### src/tmr_pkg.sv
// Shared constants and types for the dual timer/counter block
package tmr_pkg;

  // ----------------------------------------------------------------
  // Bus geometry and register indexes (byte address = index * 4)
  // ----------------------------------------------------------------
  localparam int          APB_AW     = 12;
  localparam int          APB_DW     = 32;
  localparam int          IDX_W      = 10;
  localparam logic [1:0]  WORD_ALIGN = 2'h0;
  localparam logic [9:0]  IDX_CTRL   = 10'h088;
  localparam logic [9:0]  IDX_MODE   = 10'h089;
  localparam logic [9:0]  IDX_T0L    = 10'h08A;
  localparam logic [9:0]  IDX_T1L    = 10'h08B;
  localparam logic [9:0]  IDX_T0H    = 10'h08C;
  localparam logic [9:0]  IDX_T1H    = 10'h08D;
  localparam logic [9:0]  IDX_DIV    = 10'h08E;

  // ----------------------------------------------------------------
  // Field positions and reset values
  // ----------------------------------------------------------------
  localparam int          TF1_BIT    = 7;
  localparam int          TR1_BIT    = 6;
  localparam int          TF0_BIT    = 5;
  localparam int          TR0_BIT    = 4;
  localparam int          DIV0_BIT   = 0;
  localparam int          DIV1_BIT   = 1;
  localparam logic [7:0]  RST_BYTE   = 8'h00;
  localparam logic [1:0]  RST_DIV    = 2'h0;

  // ----------------------------------------------------------------
  // Tick rates, in system clock periods
  // ----------------------------------------------------------------
  localparam int          DIV_SLOW   = 12;
  localparam int          DIV_FAST   = 4;

  typedef enum logic [1:0] {
    MODE_13BIT = 2'b00,
    MODE_16BIT = 2'b01,
    MODE_AUTO8 = 2'b10,
    MODE_SPLIT = 2'b11
  } tmr_mode_t;

  typedef struct packed {
    logic      gate;
    logic      src_ext;
    tmr_mode_t mode;
  } tmr_cfg_t;

  typedef struct packed {
    tmr_cfg_t t1;
    tmr_cfg_t t0;
  } tmr_modes_t;

  typedef struct packed {
    logic [7:0] hi;
    logic [7:0] lo;
  } tmr_count_t;

  typedef struct packed {
    logic       ovf;
    tmr_count_t cnt;
  } tmr_step_t;

endpackage

### src/tmr_clk_div.sv
// Free-running divider giving a one-cycle tick every DIV clocks
`timescale 1ns/10ps
`default_nettype none

module tmr_clk_div #(
  parameter int DIV = 12
) (
  input  wire logic core_clk_in, // System clock
  input  wire logic sys_rst_in,  // Async reset, active high
  output logic      tick_out     // One-cycle enable pulse
);

  localparam int CW = $clog2(DIV);
  localparam logic [CW-1:0] LAST = CW'(DIV - 1);

  logic [CW-1:0] cnt_ff;

  always_ff @(posedge core_clk_in or posedge sys_rst_in)
  begin
    if (sys_rst_in)
      cnt_ff <= '0;
    else if (cnt_ff == LAST)
      cnt_ff <= '0;
    else
      cnt_ff <= cnt_ff + CW'(1);
  end

  assign tick_out = (cnt_ff == LAST);

endmodule // tmr_clk_div

`default_nettype wire

### src/tmr_fall_det.sv
// Per-clock sampler of a count pin with falling edge pulse
`timescale 1ns/10ps
`default_nettype none

module tmr_fall_det (
  input  wire logic core_clk_in, // System clock
  input  wire logic sys_rst_in,  // Async reset, active high
  input  wire logic pin_in,      // Count pin, synchronous
  output logic      fall_out     // One-cycle falling edge pulse
);

  logic samp_ff;
  logic prev_ff;

  // Reset to high so a pin low at release gives one falling edge pulse
  always_ff @(posedge core_clk_in or posedge sys_rst_in)
  begin
    if (sys_rst_in)
    begin
      samp_ff <= 1'b1;
      prev_ff <= 1'b1;
    end
    else
    begin
      samp_ff <= pin_in;
      prev_ff <= samp_ff;
    end
  end

  assign fall_out = prev_ff & ~samp_ff;

endmodule // tmr_fall_det

`default_nettype wire

### src/tmr_dual_timer.sv
// Two 8-bit-pair timer/counters with APB register access
//
// Added by the designer: register access over APB.
`timescale 1ns/10ps
`default_nettype none

module tmr_dual_timer (
  input  wire logic                       core_clk_in,          // Clock
  input  wire logic                       sys_rst_in,           // Reset
  input  wire logic                       psel_in,              // APB sel
  input  wire logic                       penable_in,           // APB en
  input  wire logic                       pwrite_in,            // APB dir
  input  wire logic [tmr_pkg::APB_AW-1:0] paddr_in,             // APB addr
  input  wire logic [tmr_pkg::APB_DW-1:0] pwdata_in,            // APB wdata
  output logic      [tmr_pkg::APB_DW-1:0] prdata_out,           // APB rdata
  output logic                            pready_out,           // APB ready
  output logic                            pslverr_out,          // APB error
  input  wire logic                       timer0_count_pin_in,  // T0 pin
  input  wire logic                       timer1_count_pin_in,  // T1 pin
  input  wire logic                       timer0_gate_pin_in,   // T0 gate
  input  wire logic                       timer1_gate_pin_in,   // T1 gate
  input  wire logic                       timer0_isr_entry_in,  // T0 ISR
  input  wire logic                       timer1_isr_entry_in,  // T1 ISR
  output logic                            timer0_overflow_flag_out, // TF0
  output logic                            timer1_overflow_flag_out  // TF1
);

  // ----------------------------------------------------------------
  // Declarations
  // ----------------------------------------------------------------
  logic [7:0]           timer0_low_byte_ff;
  logic [7:0]           timer0_high_byte_ff;
  logic [7:0]           timer1_low_byte_ff;
  logic [7:0]           timer1_high_byte_ff;
  tmr_pkg::tmr_modes_t  timer_mode_select_ff;
  logic [1:0]           timer_divide_select_ff;
  logic                 timer0_run_ff;
  logic                 timer1_run_ff;
  logic                 timer0_overflow_flag_ff;
  logic                 timer1_overflow_flag_ff;
  logic [31:0]          prdata_ff;
  logic                 pslverr_ff;

  logic                 tick_slow;
  logic                 tick_fast;
  logic                 fall0;
  logic                 fall1;
  logic                 tick0;
  logic                 tick1;
  logic                 src0;
  logic                 src1;
  logic                 gate_ok0;
  logic                 gate_ok1;
  logic                 split;
  logic                 run1;
  logic                 inc0;
  logic                 inc0h;
  logic                 inc1;
  tmr_pkg::tmr_step_t   step0;
  tmr_pkg::tmr_step_t   step1;
  logic [8:0]           nxt_t0h_split;
  logic                 set_tf0;
  logic                 set_tf1;

  logic [tmr_pkg::IDX_W-1:0] idx;
  logic                 aligned;
  logic                 wr_acc;
  logic                 rd_setup;
  logic                 wr_ctrl;
  logic                 wr_mode;
  logic                 wr_t0l;
  logic                 wr_t1l;
  logic                 wr_t0h;
  logic                 wr_t1h;
  logic                 wr_div;
  logic                 hit;
  logic [7:0]           rd_byte;
  logic [7:0]           ctrl_view;

  // ----------------------------------------------------------------
  // Count step for one timer in modes 0 to 3
  // ----------------------------------------------------------------
  function automatic tmr_pkg::tmr_step_t tmr_step(
    input tmr_pkg::tmr_mode_t  mode,
    input tmr_pkg::tmr_count_t cnt
  );
    tmr_pkg::tmr_step_t r;
    logic [5:0]         p6;
    logic [8:0]         w9;
    logic [16:0]        w17;
    r.ovf = 1'b0;
    r.cnt = cnt;
    p6    = '0;
    w9    = '0;
    w17   = '0;
    unique case (mode)
      tmr_pkg::MODE_13BIT:
      begin
        p6 = {1'b0, cnt.lo[4:0]} + 6'h01;
        r.cnt.lo = {cnt.lo[7:5], p6[4:0]};
        if (p6[5])
        begin
          w9       = {1'b0, cnt.hi} + 9'h001;
          r.cnt.hi = w9[7:0];
          r.ovf    = w9[8];
        end
      end
      tmr_pkg::MODE_16BIT:
      begin
        w17   = {1'b0, cnt} + 17'h00001;
        r.cnt = w17[15:0];
        r.ovf = w17[16];
      end
      tmr_pkg::MODE_AUTO8:
      begin
        w9       = {1'b0, cnt.lo} + 9'h001;
        r.ovf    = w9[8];
        r.cnt.lo = w9[8] ? cnt.hi : w9[7:0];
      end
      // low half alone, high half handled apart
      tmr_pkg::MODE_SPLIT:
      begin
        w9       = {1'b0, cnt.lo} + 9'h001;
        r.ovf    = w9[8];
        r.cnt.lo = w9[7:0];
      end
    endcase
    return r;
  endfunction

  // ----------------------------------------------------------------
  // Tick and edge sources
  // ----------------------------------------------------------------
  // twelve-clock timer tick
  tmr_clk_div #(
    .DIV (tmr_pkg::DIV_SLOW)
  ) u_div_slow (
    .core_clk_in (core_clk_in),
    .sys_rst_in  (sys_rst_in),
    .tick_out    (tick_slow)
  );

  tmr_clk_div #(
    .DIV (tmr_pkg::DIV_FAST)
  ) u_div_fast (
    .core_clk_in (core_clk_in),
    .sys_rst_in  (sys_rst_in),
    .tick_out    (tick_fast)
  );

  tmr_fall_det u_pin0 (
    .core_clk_in (core_clk_in),
    .sys_rst_in  (sys_rst_in),
    .pin_in      (timer0_count_pin_in),
    .fall_out    (fall0)
  );

  tmr_fall_det u_pin1 (
    .core_clk_in (core_clk_in),
    .sys_rst_in  (sys_rst_in),
    .pin_in      (timer1_count_pin_in),
    .fall_out    (fall1)
  );

  // ----------------------------------------------------------------
  // Count enables
  // ----------------------------------------------------------------
  // divide-select chooses tick rate
  assign tick0 = timer_divide_select_ff[tmr_pkg::DIV0_BIT] ?
                 tick_fast : tick_slow;
  assign tick1 = timer_divide_select_ff[tmr_pkg::DIV1_BIT] ?
                 tick_fast : tick_slow;

  assign src0 = timer_mode_select_ff.t0.src_ext ? fall0 : tick0;
  assign src1 = timer_mode_select_ff.t1.src_ext ? fall1 : tick1;

  assign gate_ok0 = ~timer_mode_select_ff.t0.gate | timer0_gate_pin_in;
  assign gate_ok1 = ~timer_mode_select_ff.t1.gate | timer1_gate_pin_in;

  assign split = (timer_mode_select_ff.t0.mode == tmr_pkg::MODE_SPLIT);

  // Timer 1 loses its run bit to timer 0 while split, so it free-runs
  assign run1 = split ? 1'b1 : timer1_run_ff;

  assign inc0 = timer0_run_ff & gate_ok0 & src0;
  // split high half driven by timer 1 run
  assign inc0h = split & timer1_run_ff & tick0;
  // timer 1 holds in its own mode 3
  assign inc1 = run1 & gate_ok1 & src1 &
                (timer_mode_select_ff.t1.mode != tmr_pkg::MODE_SPLIT);

  assign step0 = tmr_step(timer_mode_select_ff.t0.mode,
                          {timer0_high_byte_ff, timer0_low_byte_ff});
  assign step1 = tmr_step(timer_mode_select_ff.t1.mode,
                          {timer1_high_byte_ff, timer1_low_byte_ff});
  assign nxt_t0h_split = {1'b0, timer0_high_byte_ff} + 9'h001;

  // split high half raises the timer 1 flag
  assign set_tf0 = inc0 & step0.ovf;
  assign set_tf1 = split ? (inc0h & nxt_t0h_split[8])
                         : (inc1 & step1.ovf);

  // ----------------------------------------------------------------
  // APB decode
  // ----------------------------------------------------------------
  assign idx      = paddr_in[tmr_pkg::APB_AW-1:2];
  assign aligned  = (paddr_in[1:0] == tmr_pkg::WORD_ALIGN);
  assign wr_acc   = psel_in & penable_in & pwrite_in & aligned;
  assign rd_setup = psel_in & ~penable_in;
  assign wr_ctrl  = wr_acc & (idx == tmr_pkg::IDX_CTRL);
  assign wr_mode  = wr_acc & (idx == tmr_pkg::IDX_MODE);
  assign wr_t0l   = wr_acc & (idx == tmr_pkg::IDX_T0L);
  assign wr_t1l   = wr_acc & (idx == tmr_pkg::IDX_T1L);
  assign wr_t0h   = wr_acc & (idx == tmr_pkg::IDX_T0H);
  assign wr_t1h   = wr_acc & (idx == tmr_pkg::IDX_T1H);
  assign wr_div   = wr_acc & (idx == tmr_pkg::IDX_DIV);

  // External interrupt bits live elsewhere and read as zero here
  always_comb
  begin
    ctrl_view = '0;
    ctrl_view[tmr_pkg::TF1_BIT] = timer1_overflow_flag_ff;
    ctrl_view[tmr_pkg::TR1_BIT] = timer1_run_ff;
    ctrl_view[tmr_pkg::TF0_BIT] = timer0_overflow_flag_ff;
    ctrl_view[tmr_pkg::TR0_BIT] = timer0_run_ff;
  end

  always_comb
  begin
    hit     = aligned;
    rd_byte = '0;
    unique case (idx)
      tmr_pkg::IDX_CTRL: rd_byte = ctrl_view;
      tmr_pkg::IDX_MODE: rd_byte = timer_mode_select_ff;
      tmr_pkg::IDX_T0L:  rd_byte = timer0_low_byte_ff;
      tmr_pkg::IDX_T1L:  rd_byte = timer1_low_byte_ff;
      tmr_pkg::IDX_T0H:  rd_byte = timer0_high_byte_ff;
      tmr_pkg::IDX_T1H:  rd_byte = timer1_high_byte_ff;
      tmr_pkg::IDX_DIV:  rd_byte = {6'h00, timer_divide_select_ff};
      default:           hit     = 1'b0;
    endcase
  end

  // Read data captured in setup so it stands through the access phase
  always_ff @(posedge core_clk_in or posedge sys_rst_in)
  begin
    if (sys_rst_in)
    begin
      prdata_ff  <= '0;
      pslverr_ff <= 1'b0;
    end
    else if (rd_setup)
    begin
      prdata_ff  <= (hit & ~pwrite_in) ? {24'h000000, rd_byte} : '0;
      pslverr_ff <= ~hit;
    end
  end

  assign prdata_out  = prdata_ff;
  assign pslverr_out = pslverr_ff & psel_in & penable_in;
  assign pready_out  = psel_in & penable_in;

  // ----------------------------------------------------------------
  // Configuration registers
  // ----------------------------------------------------------------
  always_ff @(posedge core_clk_in or posedge sys_rst_in)
  begin
    if (sys_rst_in)
      timer_mode_select_ff <= tmr_pkg::RST_BYTE;
    else if (wr_mode)
      timer_mode_select_ff <= pwdata_in[7:0];
  end

  always_ff @(posedge core_clk_in or posedge sys_rst_in)
  begin
    if (sys_rst_in)
      timer_divide_select_ff <= tmr_pkg::RST_DIV;
    else if (wr_div)
      timer_divide_select_ff <= pwdata_in[1:0];
  end

  always_ff @(posedge core_clk_in or posedge sys_rst_in)
  begin
    if (sys_rst_in)
    begin
      timer0_run_ff <= 1'b0;
      timer1_run_ff <= 1'b0;
    end
    else if (wr_ctrl)
    begin
      timer0_run_ff <= pwdata_in[tmr_pkg::TR0_BIT];
      timer1_run_ff <= pwdata_in[tmr_pkg::TR1_BIT];
    end
  end

  // ----------------------------------------------------------------
  // Overflow flags: a hardware set beats any clear
  // ----------------------------------------------------------------
  // timer 0 flag set, ISR entry clears
  always_ff @(posedge core_clk_in or posedge sys_rst_in)
  begin
    if (sys_rst_in)
      timer0_overflow_flag_ff <= 1'b0;
    else if (set_tf0)
      timer0_overflow_flag_ff <= 1'b1;
    else if (timer0_isr_entry_in)
      timer0_overflow_flag_ff <= 1'b0;
    else if (wr_ctrl)
      timer0_overflow_flag_ff <= pwdata_in[tmr_pkg::TF0_BIT];
  end

  // timer 1 flag set, ISR entry clears
  always_ff @(posedge core_clk_in or posedge sys_rst_in)
  begin
    if (sys_rst_in)
      timer1_overflow_flag_ff <= 1'b0;
    else if (set_tf1)
      timer1_overflow_flag_ff <= 1'b1;
    else if (timer1_isr_entry_in)
      timer1_overflow_flag_ff <= 1'b0;
    else if (wr_ctrl)
      timer1_overflow_flag_ff <= pwdata_in[tmr_pkg::TF1_BIT];
  end

  assign timer0_overflow_flag_out = timer0_overflow_flag_ff;
  assign timer1_overflow_flag_out = timer1_overflow_flag_ff;

  // ----------------------------------------------------------------
  // Count registers: a bus write beats a count in the same cycle
  // ----------------------------------------------------------------
  always_ff @(posedge core_clk_in or posedge sys_rst_in)
  begin
    if (sys_rst_in)
      timer0_low_byte_ff <= tmr_pkg::RST_BYTE;
    else if (wr_t0l)
      timer0_low_byte_ff <= pwdata_in[7:0];
    else if (inc0)
      timer0_low_byte_ff <= step0.cnt.lo;
  end

  // high byte counts alone while split
  always_ff @(posedge core_clk_in or posedge sys_rst_in)
  begin
    if (sys_rst_in)
      timer0_high_byte_ff <= tmr_pkg::RST_BYTE;
    else if (wr_t0h)
      timer0_high_byte_ff <= pwdata_in[7:0];
    else if (inc0h)
      timer0_high_byte_ff <= nxt_t0h_split[7:0];
    else if (inc0 & ~split)
      timer0_high_byte_ff <= step0.cnt.hi;
  end

  always_ff @(posedge core_clk_in or posedge sys_rst_in)
  begin
    if (sys_rst_in)
      timer1_low_byte_ff <= tmr_pkg::RST_BYTE;
    else if (wr_t1l)
      timer1_low_byte_ff <= pwdata_in[7:0];
    else if (inc1)
      timer1_low_byte_ff <= step1.cnt.lo;
  end

  always_ff @(posedge core_clk_in or posedge sys_rst_in)
  begin
    if (sys_rst_in)
      timer1_high_byte_ff <= tmr_pkg::RST_BYTE;
    else if (wr_t1h)
      timer1_high_byte_ff <= pwdata_in[7:0];
    else if (inc1)
      timer1_high_byte_ff <= step1.cnt.hi;
  end

endmodule // tmr_dual_timer

`default_nettype wire

### config.mk
export PLATFORM = sky130hd
export DESIGN_NAME = tmr_dual_timer
export DESIGN_NICKNAME = d
export VERILOG_FILES = /design/src/tmr_pkg.sv /design/src/tmr_clk_div.sv /design/src/tmr_fall_det.sv /design/src/tmr_dual_timer.sv
export SDC_FILE = /design/constraint.sdc
export NUM_CORES = 1
export LEC_CHECK = 0
export ABC_AREA = 1
export BUFFER_PORTS_ARGS = -buffer_cell sky130_fd_sc_hd__buf_2
export CAP_MARGIN = 20
export CORE_MARGIN = 1.5
export CORE_UTILIZATION = 50
export CTS_BUF_LIST = sky130_fd_sc_hd__clkbuf_2 sky130_fd_sc_hd__clkbuf_4 sky130_fd_sc_hd__clkbuf_8
export DETAILED_ROUTE_END_ITERATION = 10
export HOLD_SLACK_MARGIN = 0.12
export PLACE_DENSITY = 0.72
export SYNTH_ARGS = -nofsm -noshare
export SYNTH_HDL_FRONTEND = slang
export SYNTH_SLANG_ARGS = --single-unit
### constraint.sdc
create_clock -name core_clk_in -period 4.3 [get_ports core_clk_in]
set_input_delay 0.215 -clock core_clk_in [delete_from_list [all_inputs] [get_ports core_clk_in]]
set_output_delay 0.215 -clock core_clk_in [all_outputs]
set_load 0.005 [all_outputs]
== Word-level counts from Yosys, hierarchy flattened ==
Cells that the tools add are included.
Storage, ports and cells
  register bits: 89
  input bits: 55
  output and inout port bits: 36
  logic and storage cells: 146
Operators by class
  $add $sub $neg: 10
  equal/unequal tests: 20
  multiplexer cells: 36
  bitwise logic cells: 37
  reduce and logical (&&, ||, !) cells: 18
Operators by type and width (number)
  two-way mux 8 bit: 12
  == test 10 x 8 -> 1 bit, second input constant: 7
  one-hot mux 8 bit (4 select lines): 2
  one-hot mux 8 bit (7 select lines): 1
  adder 8 x 1 -> 9 bit, second input constant: 4
  adder 16 x 1 -> 17 bit, second input constant: 2
  one-hot mux 8 bit (2 select lines): 2
  bitwise AND 1 bit: 27
  two-way mux 9 bit: 2
  two-way mux 1 bit: 13
  adder 5 x 1 -> 6 bit, second input constant: 2
  nonzero test 3 bit: 4
  == test 2 bit, second input constant: 5
  NOT 1 bit: 8
  OR reduction 7 bit: 1
  zero test 2 bit: 3
  != test 2 bit, second input constant: 3
  one-hot mux 1 bit (3 select lines): 2
  AND reduction 3 bit: 2
  nonzero test 2 bit: 3
  adder 4 x 1 -> 4 bit, second input constant: 1
  == test 2 x 1 -> 1 bit, second input constant: 2
  == test 4 bit, second input constant: 1
  two-way mux 4 bit: 1
  8 further kinds: 11

== Logic depth before layout (Yosys ltp) ==
  depth after elaboration: 8
  gate-level depth with buffers: 12
  mapped depth without buffers: 12

== Modules after synthesis ==
From an unflattened synthesis, not the netlist that was laid out.
Unflattened totals
  cell total of the unflattened synthesis: 845
  area, all modules: 5327.6 µm²
By module, submodules not included
  tmr_dual_timer: instances 1, cells an instance 807, area an instance 4938.5 µm², sequential area each 1376.3 µm²
  tmr_clk_div at u_div_slow: instances 1, cells an instance 23, area an instance 186.4 µm², sequential area each 100.1 µm²
  tmr_fall_det: instances 2, cells an instance 5, area an instance 66.3 µm², sequential area each 52.6 µm²
  tmr_clk_div at u_div_fast: instances 1, cells an instance 5, area an instance 70.1 µm², sequential area each 50.0 µm²

== Worst setup path after synthesis ==
OpenSTA, ideal clock, no wires.
  path type: register -> register
  start point: register u_div_slow.cnt_ff[0]
  end point: register timer0_high_byte_ff[5]
  arrival time: 1.444 ns
  data required time: 4.184 ns
  setup slack: 2.740 ns
  cell stages (with the launch flop): 12
  path buffers: 0
  cell sequence: dfrtp_1 ha_1 nand2_1 nor2_1 nand2_1 nand2_1 nand2_1 nand2_1 a21oi_2 nor2_1 nand2_1 nand2_1
On the way
  longest elaborated chain between the ends: 7
  elaborated cells between the ends (all ways): 12
  classes of those cells: 2 x eq/ne; 4 x mux; 3 x bitwise; 3 x reduce/logical
Ends and longest elaborated chain
  start, declared: line tmr_clk_div.sv:16  | logic [CW-1:0] cnt_ff;
  start signal, assigned: line tmr_clk_div.sv:25  | cnt_ff <= cnt_ff + CW'(1);
  == test 4 bit *: line tmr_clk_div.sv:28  | assign tick_out = (cnt_ff == LAST);
  two-way mux 1 bit *: line tmr_dual_timer.sv:169  | assign tick0 = timer_divide_select_ff[tmr_pkg::DIV0_BIT] ?
  two-way mux 1 bit: line tmr_dual_timer.sv:174  | assign src0 = timer_mode_select_ff.t0.src_ext ? fall0 : tick0;
  bitwise AND 1 bit: line tmr_dual_timer.sv:185  | assign inc0 = timer0_run_ff & gate_ok0 & src0;
  bitwise AND 1 bit: line tmr_dual_timer.sv:350  | else if (inc0 & ~split)
  nonzero test 3 bit (no line)
  AND reduction 3 bit (no line)
  end signal, assigned: line tmr_dual_timer.sv:347  | timer0_high_byte_ff <= pwdata_in[7:0];
  end signal, assigned: line tmr_dual_timer.sv:349  | timer0_high_byte_ff <= nxt_t0h_split[7:0];
  end signal, assigned: line tmr_dual_timer.sv:351  | timer0_high_byte_ff <= step0.cnt.hi;
  end, declared: line tmr_dual_timer.sv:32  | logic [7:0] timer0_high_byte_ff;
Every way passes the cells marked *; elsewhere a longest branch is shown, timed or not.
A chain may end at the register's enable or synchronous reset.

== Worst setup path in the final report ==
  start point: register timer0_low_byte_ff[0]
  end point: register timer0_low_byte_ff[3]
On the way
  longest elaborated chain between the ends: 5
  elaborated cells between the ends (all ways): 7
  classes of those cells: 3 x add/sub; 4 x mux
Ends and longest elaborated chain
  start, declared: line tmr_dual_timer.sv:31  | logic [7:0] timer0_low_byte_ff;
  start signal, assigned: line tmr_dual_timer.sv:334  | timer0_low_byte_ff <= tmr_pkg::RST_BYTE;
  start signal, assigned: line tmr_dual_timer.sv:336  | timer0_low_byte_ff <= pwdata_in[7:0];
  start signal, assigned: line tmr_dual_timer.sv:338  | timer0_low_byte_ff <= step0.cnt.lo;
  adder 8 x 1 -> 9 bit: line tmr_dual_timer.sv:116, tmr_dual_timer.sv:123
  two-way mux 8 bit: line tmr_dual_timer.sv:118  | r.cnt.lo = w9[8] ? cnt.hi : w9[7:0];
  one-hot mux 8 bit (4 select lines) *: line tmr_dual_timer.sv:96  | unique case (mode)
  two-way mux 8 bit *: line tmr_dual_timer.sv:337  | else if (inc0)
  two-way mux 8 bit *: line tmr_dual_timer.sv:335  | else if (wr_t0l)
Every way passes the cells marked *; elsewhere a longest branch is shown, timed or not. The select of a mux whose other input is x is not followed.

==> qor.yml <==
dr.first_iter.drc_count: 437
area_growth_pct: 9.09
die_w_um: 107
grt_pass1_vias: 4863
die_h_um: 107
drt_drc_violations_left: 0
antenna_found_initial: 0
critical_path_buf_inv_count: 1
cts_setup_buffers: 0
wl_mm: 15.1
cp_max_fo: 8
num_antenna_cells: 0
synth_ff_type: "dfrtp_1"
p_switching_uw: 348
root_buffer: "clkbuf_8"
synth-edff-count: 0
p_seq_frac: 0.448
stdcell_count: 1031
finalCritPeriodShare: 0.450
placed_cell_area_mm2: 0.00563
whs_ns: 0.130
layout-drive-gt1-share: 0.135
syn_inst: 844
initial_core_util: 0.522
status: "finished, final reports clean"
min_path_type: "primary input to register"
synth_top_area_frac: 0.281
drv_cap: 0
io_buffers: 42
grt.total_usage: 0.281
ys_top_cells_by_count: "302 x nand2_1, 91 x inv_1, 90 x nor2_1"
synth-seq-cells: 65
rsz0062_at_grt: "false"
power_density_mw_per_mm2: 232
grt_pass1_wl_mm: 24.7
grt_max_degree: 39
dr_total_vias: 5480
fin_area_mm2: 0.00593
ir_drop_mv: 0.179
synth.most_common_cell: "nand2_1"
io_pins: 91
crit_path_max_incr_delay_ns: 0.49
crit_chain: "ha_1 -> nand3_1 -> nor2_1 -> nand3_2 -> inv_1 -> nand2_1 -> o21ai_0 -> nand2_1 -> o211ai_1"
drt_pass1_iterations: 7
clk_pin_slew_worst_paths_ns: 0.08
fillers: 1067
p_comb_frac: 0.067
seq_area_frac_synth: 0.300
critPathCaptureType: "register"
fin_tns_setup_ns: 0
antenna_left: 0
clock-sinks: 65
power.share.clock: 0.485
setup_viol: 0
htree_levels: 3
cts_tree: "done"
tightestPinTransition_ns: 0.582
p_sw_frac: 0.253
cp_data_arrival_time_ns: 2.21
slew_headroom: 0.611
finalCriticalPeriod_ns: 1.94
crit_family: "simple AND/OR/NAND/NOR gates"
power_mw: 1.38
dieArea_mm2: 0.0115
yosys-top-cells-area: "dfrtp_1 28%, nand2_1 21%, nand3_1 7.6%"
netlist_area_mm2: 0.00544
clock_path_buffers: 2
finalHoldViolCount: 0
ys_warn_count: 0
grt-ovfl-total: 0
clock_skew_ns: 0.0104
numCtsBuffers: 9
internal-power_mw: 1.03
yosysTopAreaCell: "dfrtp_1"
slew_viol_final: 0
required_ns: 4.58
start_kind: "register"
async_reset_ff_frac: 1.00
routed_via_density: 5.32
core_area_mm2: 0.0104
dp_cells: 1010
dp_hpwl_mm: 11.5
gp_congestion: 0.918
fmax_ghz: 0.517
wl_per_cell_um: 14.7
nets: 951
synth_cell_types: 41
fp-row-count: 37
clk_latency_ns: 0.36
criticalPathCategory: "register to register"
crit_path_frequent_cell: "nand2_1"
p_leak_nw: 3.10
critPathSlowestCell: "dfrtp_1"
synth.avg_cell_area_um2: 6.44
## worst min-delay path: stages
cell and delay [ns]:
buf_2 0.07, inv_1 0.03, o211ai_1 0.07, nand2_1 0.06
## worst paths after layout
| path | from | end | slack (ns) | cells past startpoint |
|---|---|---|---|---|
| min in group asynchronous | sys_rst_in | u_div_slow.cnt_ff[1] | 0.46 | 3 |
| max in group asynchronous | sys_rst_in | timer1_high_byte_ff[0] | 2.92 | 4 |
| max | timer0_low_byte_ff[0] | timer0_low_byte_ff[3] | 2.36 | 9 |
| max reg2reg | timer0_low_byte_ff[0] | timer0_low_byte_ff[3] | 2.36 | 9 |
| min reg2reg | u_pin1.samp_ff | u_pin1.prev_ff | 0.37 | 0 |
| min | timer0_isr_entry_in | timer0_overflow_flag_out | 0.13 | 4 |
## registers in the layout, indices dropped and copies added, names as in the netlist, 2 cells and up
register / count
prdata_out: 8
timer0_high_byte_ff: 8
timer0_low_byte_ff: 8
timer1_high_byte_ff: 8
timer1_low_byte_ff: 8
timer_divide_select_ff: 2
timer_mode_select_ff: 8
u_div_fast.cnt_ff: 2
u_div_slow.cnt_ff: 4
## final cells by class
cell class / count / area (um^2) / share of cell area
Inverter: 102 / 394 / 0.0664
Multi-Input combinational cell: 664 / 3220 / 0.543
Clock buffer: 9 / 124 / 0.0209
Sequential cell: 65 / 1630 / 0.275
Timing Repair Buffer: 48 / 268 / 0.0451
Clock inverter: 7 / 125 / 0.0211
Tap cell: 136 / 170 / 0.0287
## logic make-up after synthesis
group / Yosys count / share of synthesized area
other cells: 1 / 0.000689
simple gates: 551 / 0.467
fa+ha+maj: 6 / 0.0138
flops: 65 / 0.300
xor+xnor: 11 / 0.0177
mux: 1 / 0.00207
compound gates: 71 / 0.0745
buf+inv: 138 / 0.124
## cells in the final DEF, fill, tap and decap left out, types with 4 or more instances in the layout
| cell type | Yosys | final |
|---|---|---|
| nand2_1 | 302 | 302 |
| nor2_1 | 90 | 90 |
| inv_1 | 91 | 90 |
| nand3_1 | 83 | 83 |
| dfrtp_1 | 61 | 61 |
| buf_2 | 5 | 42 |
| o21ai_0 | 29 | 29 |
| nand4_1 | 24 | 24 |
| conb_1 | 1 | 24 |
| a21oi_1 | 14 | 14 |
| nor2_4 | 13 | 13 |
| o211ai_1 | 11 | 11 |
| clkbuf_8 | 0 | 9 |
| inv_2 | 7 | 8 |
| o21ai_1 | 8 | 8 |
| xor2_1 | 8 | 8 |
| nand3_2 | 7 | 7 |
| nand2_2 | 6 | 6 |
| nor2_2 | 6 | 6 |
| ha_1 | 6 | 6 |
| nor3_1 | 5 | 5 |
| dlygate4sd3_1 | 0 | 5 |
| nand3b_1 | 4 | 4 |
| nand3_4 | 4 | 4 |
| dfstp_2 | 4 | 4 |
## power by group through the flow
stage / clock [mW] / combinational (mW) / sequential, mW
floorplan: 0 / 0.0672 / 0.628
global placement: 0 / 0.0886 / 0.629
detailed placement: 0 / 0.0889 / 0.629
CTS: 0.677 / 0.0927 / 0.617
global route: 0.708 / 0.103 / 0.618
finish: 0.669 / 0.0922 / 0.617
## per-layer routing
layer  GRT usage  wire length (um)
met4      0.0895               384
met1       0.383              6680
met5           0                 0
met2       0.450              6800
met3      0.0515              1280
## metrics by stage
stage	util	setup WS [ns]
after CTS	0.570	2.36
after detailed placement	0.541	2.28
after global routing	0.570	2.15
after floorplan	-	2.47
after global placement	0.541	2.29
final	0.570	2.36
## repair_timing
action / CTS / global route
hold endpoints to repair: 27 / 0
resized for setup: 0 / 0
hold buffers: 5 / 0
(Power assumes the default switching activity.)
